$ cat src/hdl/pfm_pkg.sv
// constants for the fault status and mask register bank
package pfm_pkg;

  // ----------------------------------------------------------------
  // register byte addresses (index times four)
  // ----------------------------------------------------------------
  localparam logic [7:0] PFM_IDX_LDO_STATUS    = 8'h82;
  localparam logic [7:0] PFM_IDX_SAFETY_STATUS = 8'h83;
  localparam logic [7:0] PFM_IDX_LATCHOFF      = 8'h84;
  localparam logic [7:0] PFM_IDX_RESP_MASK     = 8'h85;
  localparam logic [7:0] PFM_IDX_POLICY        = 8'h88;
  localparam int         PFM_ADDR_W            = 12;
  localparam logic [11:0] PFM_ADDR_LDO_STATUS    = {2'h0, PFM_IDX_LDO_STATUS, 2'h0};
  localparam logic [11:0] PFM_ADDR_SAFETY_STATUS = {2'h0, PFM_IDX_SAFETY_STATUS, 2'h0};
  localparam logic [11:0] PFM_ADDR_LATCHOFF      = {2'h0, PFM_IDX_LATCHOFF, 2'h0};
  localparam logic [11:0] PFM_ADDR_RESP_MASK     = {2'h0, PFM_IDX_RESP_MASK, 2'h0};
  localparam logic [11:0] PFM_ADDR_POLICY        = {2'h0, PFM_IDX_POLICY, 2'h0};

  // ----------------------------------------------------------------
  // field positions
  // ----------------------------------------------------------------
  localparam int PFM_BIT_SELFTEST   = 3;
  localparam int PFM_BIT_LV_LATCH   = 4;
  localparam int PFM_BIT_HV_LATCH   = 0;
  localparam logic [7:0] PFM_LDO_W0C_MASK    = 8'h07;
  localparam logic [7:0] PFM_SAFETY_W0C_MASK = 8'hEF;
  localparam logic [7:0] PFM_RESP_MASK_BITS  = 8'h7F;

  // ----------------------------------------------------------------
  // reset values
  // ----------------------------------------------------------------
  // severe uv/ov and second oc unmasked, the rest masked
  localparam logic [7:0] PFM_RESP_MASK_RESET = 8'h17;
  localparam logic [1:0] PFM_POLICY_RESET    = 2'h0;

  // ----------------------------------------------------------------
  // timing
  // ----------------------------------------------------------------
  localparam int PFM_CLK_MHZ        = 100;
  localparam int PFM_RECHECK_MS     = 5;
  // ms to clocks: 1000 us per ms, clock rate in cycles per us
  localparam int PFM_RECHECK_CYCLES = PFM_RECHECK_MS * 1000 * PFM_CLK_MHZ;

  // ----------------------------------------------------------------
  // axi responses
  // ----------------------------------------------------------------
  localparam logic [1:0] PFM_RESP_OKAY   = 2'h0;
  localparam logic [1:0] PFM_RESP_SLVERR = 2'h2;

endpackage

$ cat src/hdl/pfm_fault_bank.sv
// fault status, latch-off restart and response mask registers on axi4-lite
//
// Functional notes
// [RL1] status bit 3 reads self test result: 0 pass, 1 fail; read only.
// [RL2] linear regulator oc/ov/uv flags set on detection; write 0 clears once fault gone.
// [RL3] bit 7 flags monitor dac versus regulation dac compare error above 90%.
// [RL4] bit 6 flags regulation dac versus monitor dac compare error above 90%.
// [RL5] bit 5 sets on serial bus crc failure; writing 0 clears it.
// [RL6] bit 4 re-evaluated against stored checksum about every 5 ms.
// [RL7] bit 3 sets on wrong sequencer output order; writing 0 clears it.
// [RL8] bit 2 sets when watchdog reaches twice the slow window without kick.
// [RL9] bit 1 sets when watchdog reaches the slow window before any kick.
// [RL10] bit 0 sets when a kick arrives before the fast window elapsed.
// [RL11] latch-off bit 4 reads 1 when any low-voltage regulator latched off.
// [RL12] software writes 0 to low-voltage restart bit; device then permits restart.
// [RL13] latch-off bit 0 reads 1 when primary buck latched off on fault.
// [RL14] writing 0 to high-voltage restart bit lets primary buck restart.
// [RL15] mask 0 applies the latch policy response, mask 1 suppresses response.
// [RL16] mask reset: severe uv, severe ov, second oc 0; others 1.
// [RL17] checksum recheck flag clears itself once mismatch cause is removed.
// [RL18] writing 1 leaves a flag unchanged; a present fault sets it again at once.
//
// Implementation choice: the AXI4-Lite slave port.
`timescale 1ns/1ps

module pfm_fault_bank
  import pfm_pkg::*;
#(
  parameter int RECHECK_CYCLES = PFM_RECHECK_CYCLES  // recheck interval in clocks
)
(
  input  wire logic                  mclk,            // system clock, 100 MHz
  input  wire logic                  arst_n,          // async reset, active low
  input  wire logic [PFM_ADDR_W-1:0] s_axi_awaddr,    // write address
  input  wire logic                  s_axi_awvalid,   // write address valid
  output logic                       s_axi_awready,   // write address ready
  input  wire logic [31:0]           s_axi_wdata,     // write data
  input  wire logic [3:0]            s_axi_wstrb,     // write byte strobes
  input  wire logic                  s_axi_wvalid,    // write data valid
  output logic                       s_axi_wready,    // write data ready
  output logic [1:0]                 s_axi_bresp,     // write response
  output logic                       s_axi_bvalid,    // write response valid
  input  wire logic                  s_axi_bready,    // write response ready
  input  wire logic [PFM_ADDR_W-1:0] s_axi_araddr,    // read address
  input  wire logic                  s_axi_arvalid,   // read address valid
  output logic                       s_axi_arready,   // read address ready
  output logic [31:0]                s_axi_rdata,     // read data
  output logic [1:0]                 s_axi_rresp,     // read response
  output logic                       s_axi_rvalid,    // read data valid
  input  wire logic                  s_axi_rready,    // read data ready
  input  wire logic                  selftest_fail,   // self test failed, level
  input  wire logic [2:0]            linear_reg_fault,// oc, ov, uv detector levels
  input  wire logic                  dac_mon_vs_reg,  // monitor vs regulation dac error
  input  wire logic                  dac_reg_vs_mon,  // regulation vs monitor dac error
  input  wire logic                  bus_crc_error,   // bus crc failure pulse
  input  wire logic                  config_mismatch, // config checksum mismatch level
  input  wire logic                  seq_order_error, // sequencer order error pulse
  input  wire logic                  wdog_double,     // watchdog double timeout pulse
  input  wire logic                  wdog_late,       // watchdog late kick pulse
  input  wire logic                  wdog_early,      // watchdog early kick pulse
  input  wire logic                  lv_latchoff,     // a low-voltage regulator latched off
  input  wire logic                  hv_latchoff,     // primary buck latched off
  input  wire logic [6:0]            primary_fault,   // primary buck fault events
  output logic                       lv_restart,      // low-voltage restart permit pulse
  output logic                       hv_restart,      // primary buck restart permit pulse
  output logic [6:0]                 primary_respond, // faults that get a response
  output logic [1:0]                 fault_latch_policy // response selection
);

  // ----------------------------------------------------------------
  // state
  // ----------------------------------------------------------------
  typedef struct packed {
    logic [1:0]  sync_st;
    logic [1:0]  sync_cm;
    logic [2:0]  sync_lr1;
    logic [2:0]  sync_lr2;
    logic [1:0]  sync_lv;
    logic [1:0]  sync_hv;
    logic [2:0]  ldo_flags;
    logic [7:0]  safety;
    logic        lv_flag;
    logic        hv_flag;
    logic [7:0]  resp_mask;
    logic [1:0]  policy;
    logic [31:0] recheck_cnt;
    logic        aw_held;
    logic        w_held;
    logic [PFM_ADDR_W-1:0] awaddr;
    logic [31:0] wdata;
    logic [3:0]  wstrb;
    logic        bvalid;
    logic [1:0]  bresp;
    logic        rvalid;
    logic [31:0] rdata;
    logic [1:0]  rresp;
    logic        lv_restart;
    logic        hv_restart;
    logic [6:0]  respond;
  } pfm_state_type;

  pfm_state_type cur;
  pfm_state_type next_cur;

  localparam pfm_state_type PFM_STATE_RESET = '{
    resp_mask: PFM_RESP_MASK_RESET,
    policy:    PFM_POLICY_RESET,
    default:   '0
  };

  logic       do_write;
  logic       wr_lane0;
  logic [7:0] wr_byte;
  logic [7:0] ldo_read;
  logic [7:0] latch_read;

  assign do_write   = cur.aw_held && cur.w_held && !cur.bvalid;
  assign wr_lane0   = cur.wstrb[0];
  assign wr_byte    = cur.wdata[7:0];
  assign ldo_read   = {4'h0, cur.sync_st[1], cur.ldo_flags};                    // RL1
  assign latch_read = {3'h0, cur.lv_flag, 3'h0, cur.hv_flag};

  // ----------------------------------------------------------------
  // next state
  // ----------------------------------------------------------------
  always_comb
  begin
    next_cur = cur;
    next_cur.sync_st  = {cur.sync_st[0], selftest_fail};
    next_cur.sync_cm  = {cur.sync_cm[0], config_mismatch};
    next_cur.sync_lr1 = linear_reg_fault;
    next_cur.sync_lr2 = cur.sync_lr1;
    next_cur.sync_lv  = {cur.sync_lv[0], lv_latchoff};
    next_cur.sync_hv  = {cur.sync_hv[0], hv_latchoff};
    next_cur.lv_restart = 1'b0;
    next_cur.hv_restart = 1'b0;

    // write channel capture, either order
    if (s_axi_awvalid && !cur.aw_held)
    begin
      next_cur.aw_held = 1'b1;
      next_cur.awaddr  = s_axi_awaddr;
    end
    if (s_axi_wvalid && !cur.w_held)
    begin
      next_cur.w_held = 1'b1;
      next_cur.wdata  = s_axi_wdata;
      next_cur.wstrb  = s_axi_wstrb;
    end

    // clears first so that a set in the same cycle wins
    if (do_write)
    begin
      next_cur.aw_held = 1'b0;
      next_cur.w_held  = 1'b0;
      next_cur.bvalid  = 1'b1;
      next_cur.bresp   = PFM_RESP_OKAY;
      case (cur.awaddr)
        PFM_ADDR_LDO_STATUS:
          if (wr_lane0)
            next_cur.ldo_flags = cur.ldo_flags & wr_byte[2:0];                 // RL2 RL18
        PFM_ADDR_SAFETY_STATUS:
          if (wr_lane0)
            next_cur.safety = cur.safety & (wr_byte | ~PFM_SAFETY_W0C_MASK);   // RL5 RL7 RL18
        PFM_ADDR_LATCHOFF:
          if (wr_lane0)
          begin
            if (!wr_byte[PFM_BIT_LV_LATCH])
            begin
              next_cur.lv_flag    = 1'b0;                                      // RL12
              next_cur.lv_restart = 1'b1;                                      // RL12
            end
            if (!wr_byte[PFM_BIT_HV_LATCH])
            begin
              next_cur.hv_flag    = 1'b0;                                      // RL14
              next_cur.hv_restart = 1'b1;                                      // RL14
            end
          end
        PFM_ADDR_RESP_MASK:
          if (wr_lane0)
            next_cur.resp_mask = wr_byte & PFM_RESP_MASK_BITS;
        PFM_ADDR_POLICY:
          if (wr_lane0)
            next_cur.policy = wr_byte[1:0];
        default:
          next_cur.bresp = PFM_RESP_SLVERR;
      endcase
    end
    if (cur.bvalid && s_axi_bready)
      next_cur.bvalid = 1'b0;

    // read channel
    if (s_axi_arvalid && !cur.rvalid)
    begin
      next_cur.rvalid = 1'b1;
      next_cur.rresp  = PFM_RESP_OKAY;
      case (s_axi_araddr)
        PFM_ADDR_LDO_STATUS:    next_cur.rdata = {24'h0, ldo_read};
        PFM_ADDR_SAFETY_STATUS: next_cur.rdata = {24'h0, cur.safety};
        PFM_ADDR_LATCHOFF:      next_cur.rdata = {24'h0, latch_read};             // RL11 RL13
        PFM_ADDR_RESP_MASK:     next_cur.rdata = {24'h0, cur.resp_mask};
        PFM_ADDR_POLICY:        next_cur.rdata = {30'h0, cur.policy};
        default:
        begin
          next_cur.rdata = 32'h0;
          next_cur.rresp = PFM_RESP_SLVERR;
        end
      endcase
    end
    else if (cur.rvalid && s_axi_rready)
      next_cur.rvalid = 1'b0;

    // sticky sets from the detectors
    next_cur.ldo_flags = next_cur.ldo_flags | cur.sync_lr2;                     // RL2 RL18
    next_cur.safety[7] = next_cur.safety[7] | dac_mon_vs_reg;                   // RL3
    next_cur.safety[6] = next_cur.safety[6] | dac_reg_vs_mon;                   // RL4
    next_cur.safety[5] = next_cur.safety[5] | bus_crc_error;                    // RL5
    next_cur.safety[3] = next_cur.safety[3] | seq_order_error;                  // RL7
    next_cur.safety[2] = next_cur.safety[2] | wdog_double;                      // RL8
    next_cur.safety[1] = next_cur.safety[1] | wdog_late;                        // RL9
    next_cur.safety[0] = next_cur.safety[0] | wdog_early;                       // RL10
    next_cur.lv_flag   = next_cur.lv_flag | cur.sync_lv[1];                     // RL11
    next_cur.hv_flag   = next_cur.hv_flag | cur.sync_hv[1];                     // RL13

    // checksum flag follows the mismatch at each recheck tick
    if (cur.recheck_cnt >= 32'(RECHECK_CYCLES - 1))
    begin
      next_cur.recheck_cnt = 32'h0;
      next_cur.safety[4]   = cur.sync_cm[1];                                    // RL6 RL17
    end
    else
      next_cur.recheck_cnt = cur.recheck_cnt + 32'h1;

    next_cur.respond = primary_fault & ~cur.resp_mask[6:0];                     // RL15
  end

  always_ff @(posedge mclk or negedge arst_n)
  begin
    if (!arst_n)
      cur <= PFM_STATE_RESET;                                                   // RL16
    else
      cur <= next_cur;
  end

  // ----------------------------------------------------------------
  // outputs
  // ----------------------------------------------------------------
  assign s_axi_awready      = !cur.aw_held;
  assign s_axi_wready       = !cur.w_held;
  assign s_axi_bvalid       = cur.bvalid;
  assign s_axi_bresp        = cur.bresp;
  assign s_axi_arready      = !cur.rvalid;
  assign s_axi_rvalid       = cur.rvalid;
  assign s_axi_rdata        = cur.rdata;
  assign s_axi_rresp        = cur.rresp;
  assign lv_restart         = cur.lv_restart;
  assign hv_restart         = cur.hv_restart;
  assign primary_respond    = cur.respond;
  assign fault_latch_policy = cur.policy;

  // ----------------------------------------------------------------
  // checks
  // ----------------------------------------------------------------
  selftest_read_a: assert property (@(posedge mclk) disable iff (!arst_n) // RL1
    ldo_read[PFM_BIT_SELFTEST] == $past(selftest_fail, 2))
    else $error("self test bit does not follow input");

  ldo_sticky_a: assert property (@(posedge mclk) disable iff (!arst_n) // RL2
    cur.sync_lr2[0] |=> cur.ldo_flags[0])
    else $error("linear regulator flag not set");

  dac_mon_a: assert property (@(posedge mclk) disable iff (!arst_n) // RL3
    dac_mon_vs_reg |=> cur.safety[7])
    else $error("monitor dac flag not set");

  dac_reg_a: assert property (@(posedge mclk) disable iff (!arst_n) // RL4
    dac_reg_vs_mon |=> cur.safety[6])
    else $error("regulation dac flag not set");

  bus_crc_a: assert property (@(posedge mclk) disable iff (!arst_n) // RL5
    bus_crc_error |=> cur.safety[5])
    else $error("bus crc flag not set");

  recheck_hold_a: assert property (@(posedge mclk) disable iff (!arst_n) // RL6
    (cur.recheck_cnt != 32'h0) |-> $stable(cur.safety[4]))
    else $error("recheck flag moved between ticks");

  seq_flag_a: assert property (@(posedge mclk) disable iff (!arst_n) // RL7
    seq_order_error |=> cur.safety[3])
    else $error("sequencer flag not set");

  wdog_double_a: assert property (@(posedge mclk) disable iff (!arst_n) // RL8
    wdog_double |=> cur.safety[2])
    else $error("double timeout flag not set");

  wdog_late_a: assert property (@(posedge mclk) disable iff (!arst_n) // RL9
    wdog_late |=> cur.safety[1])
    else $error("late kick flag not set");

  wdog_early_a: assert property (@(posedge mclk) disable iff (!arst_n) // RL10
    wdog_early |=> cur.safety[0])
    else $error("early kick flag not set");

  lv_latch_a: assert property (@(posedge mclk) disable iff (!arst_n) // RL11
    lv_latchoff ##1 lv_latchoff ##1 lv_latchoff |=> latch_read[PFM_BIT_LV_LATCH])
    else $error("low-voltage latch-off not shown");

  lv_restart_a: assert property (@(posedge mclk) disable iff (!arst_n) // RL12
    lv_restart |-> $past(do_write) && $past(cur.awaddr) == PFM_ADDR_LATCHOFF)
    else $error("low-voltage restart without write");

  hv_latch_a: assert property (@(posedge mclk) disable iff (!arst_n) // RL13
    hv_latchoff ##1 hv_latchoff ##1 hv_latchoff |=> latch_read[PFM_BIT_HV_LATCH])
    else $error("primary latch-off not shown");

  hv_restart_a: assert property (@(posedge mclk) disable iff (!arst_n) // RL14
    hv_restart |-> !$past(wr_byte[PFM_BIT_HV_LATCH]))
    else $error("primary restart without zero write");

  mask_gate_a: assert property (@(posedge mclk) disable iff (!arst_n) // RL15
    primary_respond == ($past(primary_fault) & ~$past(cur.resp_mask[6:0])))
    else $error("mask does not gate response");

  recheck_clear_a: assert property (@(posedge mclk) disable iff (!arst_n) // RL17
    (cur.recheck_cnt == 32'h0) |-> cur.safety[4] == $past(cur.sync_cm[1]))
    else $error("recheck flag not refreshed");

  write_one_a: assert property (@(posedge mclk) disable iff (!arst_n) // RL18
    do_write && cur.awaddr == PFM_ADDR_SAFETY_STATUS && cur.wstrb[0]
      && cur.wdata[5] && cur.safety[5] |=> cur.safety[5])
    else $error("write of one changed a flag");

endmodule

$ cat config.mk
export PLATFORM = sky130hd
export DESIGN_NAME = pfm_fault_bank
export DESIGN_NICKNAME = d
export VERILOG_FILES = /design/src/hdl/pfm_pkg.sv /design/src/hdl/pfm_fault_bank.sv
export SDC_FILE = /design/constraint.sdc
export NUM_CORES = 1
export LEC_CHECK = 0
export BUFFER_PORTS_ARGS = -buffer_cell sky130_fd_sc_hd__buf_2
export CAP_MARGIN = 30
export CELL_PAD_IN_SITES_DETAIL_PLACEMENT = 0
export CELL_PAD_IN_SITES_GLOBAL_PLACEMENT = 1
export CORE_ASPECT_RATIO = 1.75
export CORE_UTILIZATION = 40
export CTS_CLUSTER_DIAMETER = 60
export CTS_CLUSTER_SIZE = 10
export DETAILED_ROUTE_END_ITERATION = 6
export PLACE_DENSITY_LB_ADDON = 0.08
export SYNTH_ARGS = -nofsm -noshare
export SYNTH_HDL_FRONTEND = slang
export SYNTH_SLANG_ARGS = --single-unit
$ cat constraint.sdc
create_clock -name mclk -period 2.9 [get_ports mclk]
set_clock_uncertainty 0.15 [all_clocks]
set_input_delay 0.145 -clock mclk [delete_from_list [all_inputs] [get_ports mclk]]
set_output_delay 0.145 -clock mclk [all_outputs]
set_load 0.005 [all_outputs]
==> results.md <==
* Status: complete, no violations
* Yosys top cell by area: dfrtp_1
* WHS at 0.0525 ns
* Placed insts at 661
* Final wirelength at 10.1 mm
* FF-to-FF setup slack at 0.50 ns
* Crit path max fanout at 7
* Clock-pin slew on the worst setup and hold paths at 0.07 ns
* Final min period at 2.40 ns
* Sink Count at 112
* H-tree Lvls at 3
* Detail Placement HPWL at 7.13 mm
* Pwr Density at 628 mW/mm^2
* Critical path launch point type: flop
* Layout cells sized above 1 at 26.3%
* Critical Path Slowest Stage Cell: or4_1
* Most used DFF post-synth: dfrtp_1
* Crit path max-delay family: simple AND/OR/NAND/NOR gates
* Yosys reg bits at 112
* Initial Util at 41.0%
* # port buffers at 86
* Die Height at 149 um
* Post-synthesis sequential area ratio at 56.7%
* Crit path to: cur[134]$_DFFE_PN0P_
* TritonCTS Buffers at 9
* Crit. path cell count at 4
* Worst Tran Pin Value at 0.687 ns
* Critical path type: reg2reg
* Crit path required time at 2.97 ns
* Row Count at 53
* GRT Util Overall at 16.9%
* Clock latency on the worst-skew pair at 0.34 ns
* Die Wd at 86.1 um
* Commonest cells after routing, fill and taps aside: dfrtp_1, buf_2, dlygate4sd3_1, conb_1, nand2_1
* Slew HR at 54.2%
* Cell Chain, Critical Path: nor4b_4, nand4_1, or4_1, mux2_4
* Pre-CTS setup slack at 0.490 ns
* Nets at 643
* Drt initial violations at 107
* Setup TNS at 0 ns
* Vias in the first global route at 3404
* ANT cells at 0
* Final hold viol count at 0
* Peak VDD IR at 415 uV
* P_leak at 2.77 nW
* First-pass GRT wire length at 16.6 mm
* ANT nets after route at 0
* Max Root-Sink Buffers at 2
* 1st-pass router iterations at 4
* Synth cell types at 56
* Via count at 3484
* Unrepaired setup endpoints after global routing: no
* Crit path from: cur[91]$_DFFE_PN0P_
* WL/cell at 13.9 um
* Vias per std cell at 4.81
* Worst hold path class: in2reg
* Area delta synth->final at 25.5%
* Antenna violations before repair at 0
* CP endpoint kind: flop
* CP arrival at 2.47 ns
* Worst path bufs/invs at 0
* Setup-failing EPs final at 0
* Avg Synthesized Cell Area at 11.8 sq um
* Remaining Overflow, GRT at 0
* Final worst setup slack at 0.502 ns
* GPL Wtd Cong at 0.738
* Cell Area, Synth at 0.00495 sq mm
* Number of flops mapped to enable cells by yosys at 0
* Clock Tree Root: clkbuf_16
* Die ar. at 0.0128 sq mm
* Reg2reg start: cur[91]$_DFFE_PN0P_
* Largest net degree at the start of global routing at 61
* Slowest stage delay, CP at 0.79 ns
* Period utilization at 82.7%
* Largest cells by area after synthesis: dfrtp_1, buf_4, mux2_2
* Capturing point of the worst reg2reg path: cur[134]$_DFFE_PN0P_
* Commonest non-fill, non-tap cell in the layout: dfrtp_1
* Core area at 0.0121 sq mm
* Max-slew violation count at 0
* IO Pins at 140
* Count of max-cap constraint violations at 0
* # DRC at 0
* Synth top area share at 54.6%
* CTS tree: built
* Resized cells post-CTS at 0
* Synth Instances at 421
* Post-CTS setup buffers at 0
* Non-filler cells, final at 724
* Reg2Reg Depth at 4
* YS warnings at 0
* Final Util at 51.5%
* Ys async rst share at 100%
* Fmax at 0.417 GHz
-- worst min-delay path: stages --
cell     delay (ns)
buf_2          0.15
o22a_1         0.14
o21ai_0        0.06
-- per-layer routing --
| layer | GRT usage [%] | up-vias | part of all wire (%) |
|---|---|---|---|
| li1 | - | 1694 | - |
| met5 | 0 | - | 0 |
| met3 | 1.77 | 11 | 3.3 |
| met1 | 20.8 | 1679 | 42 |
| met2 | 29.4 | 100 | 52 |
| met4 | 7.92 | 0 | 2.0 |
-- registers in the layout, indices dropped and copies added (netlist names) --
signal and cells:
cur 89, fault_latch_policy 2, hv_restart 1, lv_restart 1
primary_respond 7, s_axi_bresp 1, s_axi_bvalid 1, s_axi_rdata 8
s_axi_rresp 1, s_axi_rvalid 1
-- logic make-up (layout without fill, tap and decap cells) --
group | count (synthesis) | after routing | synth area share [%]
AO/OA/AOI/OAI | 50 | 50 | 7.51
adder cells (fa/ha/maj) | 1 | 1 | 0.253
XOR/XNOR | 12 | 12 | 2.12
other | 1 | 39 | 0.0757
buffers and inverters | 68 | 168 | 8.69
AND/OR/NAND/NOR | 144 | 144 | 16.7
flip-flops | 112 | 112 | 56.7
multiplexers | 33 | 33 | 7.94
-- repair_timing --
| action | 4_1_cts | 5_1_grt |
|---|---|---|
| hold endpoints to repair | 98 | 0 |
| hold buffers | 47 | 0 |
| endpoints found under the setup margin | 0 | 0 |
-- layout make-up --
class                      count  area [sq um]
fill                        1133          5850
sequential                   112          2810
multi-input combinational    279          1860
timing repair buffer         140           968
clock buffer                  10           239
tap                          165           206
clock inverter                 6          92.6
inverter                      12          45.0
-- report_power, final --
part / internal, W / total (W) / switching, W
Combinational: 0.000318 / 0.000605 / 0.000287
Clock: 0.000784 / 0.00134 / 0.000558
Sequential: 0.00176 / 0.00195 / 0.000190
-- synth_stat cells, drive strengths merged, types with 9 or more instances --
cell type  number
nand2          28
nor2           20
nand4          10
dfrtp         108
inv            11
nand2b         12
buf            48
o21ai           9
nor3           16
nand3          11
o41ai          10
nor2b          11
mux2           29
-- worst min-delay path by stage --
stage	start	to	slack, ns	cells past startpoint
floorplan	arst_n	cur[100]$_DFF_PN0_	-0.30	0
global placement	arst_n	cur[163]$_DFF_PN0_	0.08	1
detailed placement	arst_n	primary_respond[6]$_DFF_PN0_	0.09	1
CTS	s_axi_araddr[3]	s_axi_rdata[0]$_DFFE_PN0P_	0.04	3
global route	s_axi_araddr[3]	s_axi_rdata[0]$_DFFE_PN0P_	0.07	3
finish	s_axi_araddr[3]	s_axi_rdata[0]$_DFFE_PN0P_	0.05	3
-- per-stage QoR --
stage	power [W]	cell area, sq um
finish	0.00390	6210
global route	0.00411	6210
CTS	0.00396	6210
detailed placement	0.00255	5410
global placement	0.00253	5410
floorplan	0.00233	5090
Note: power is estimated with default switching activity, not from simulation.
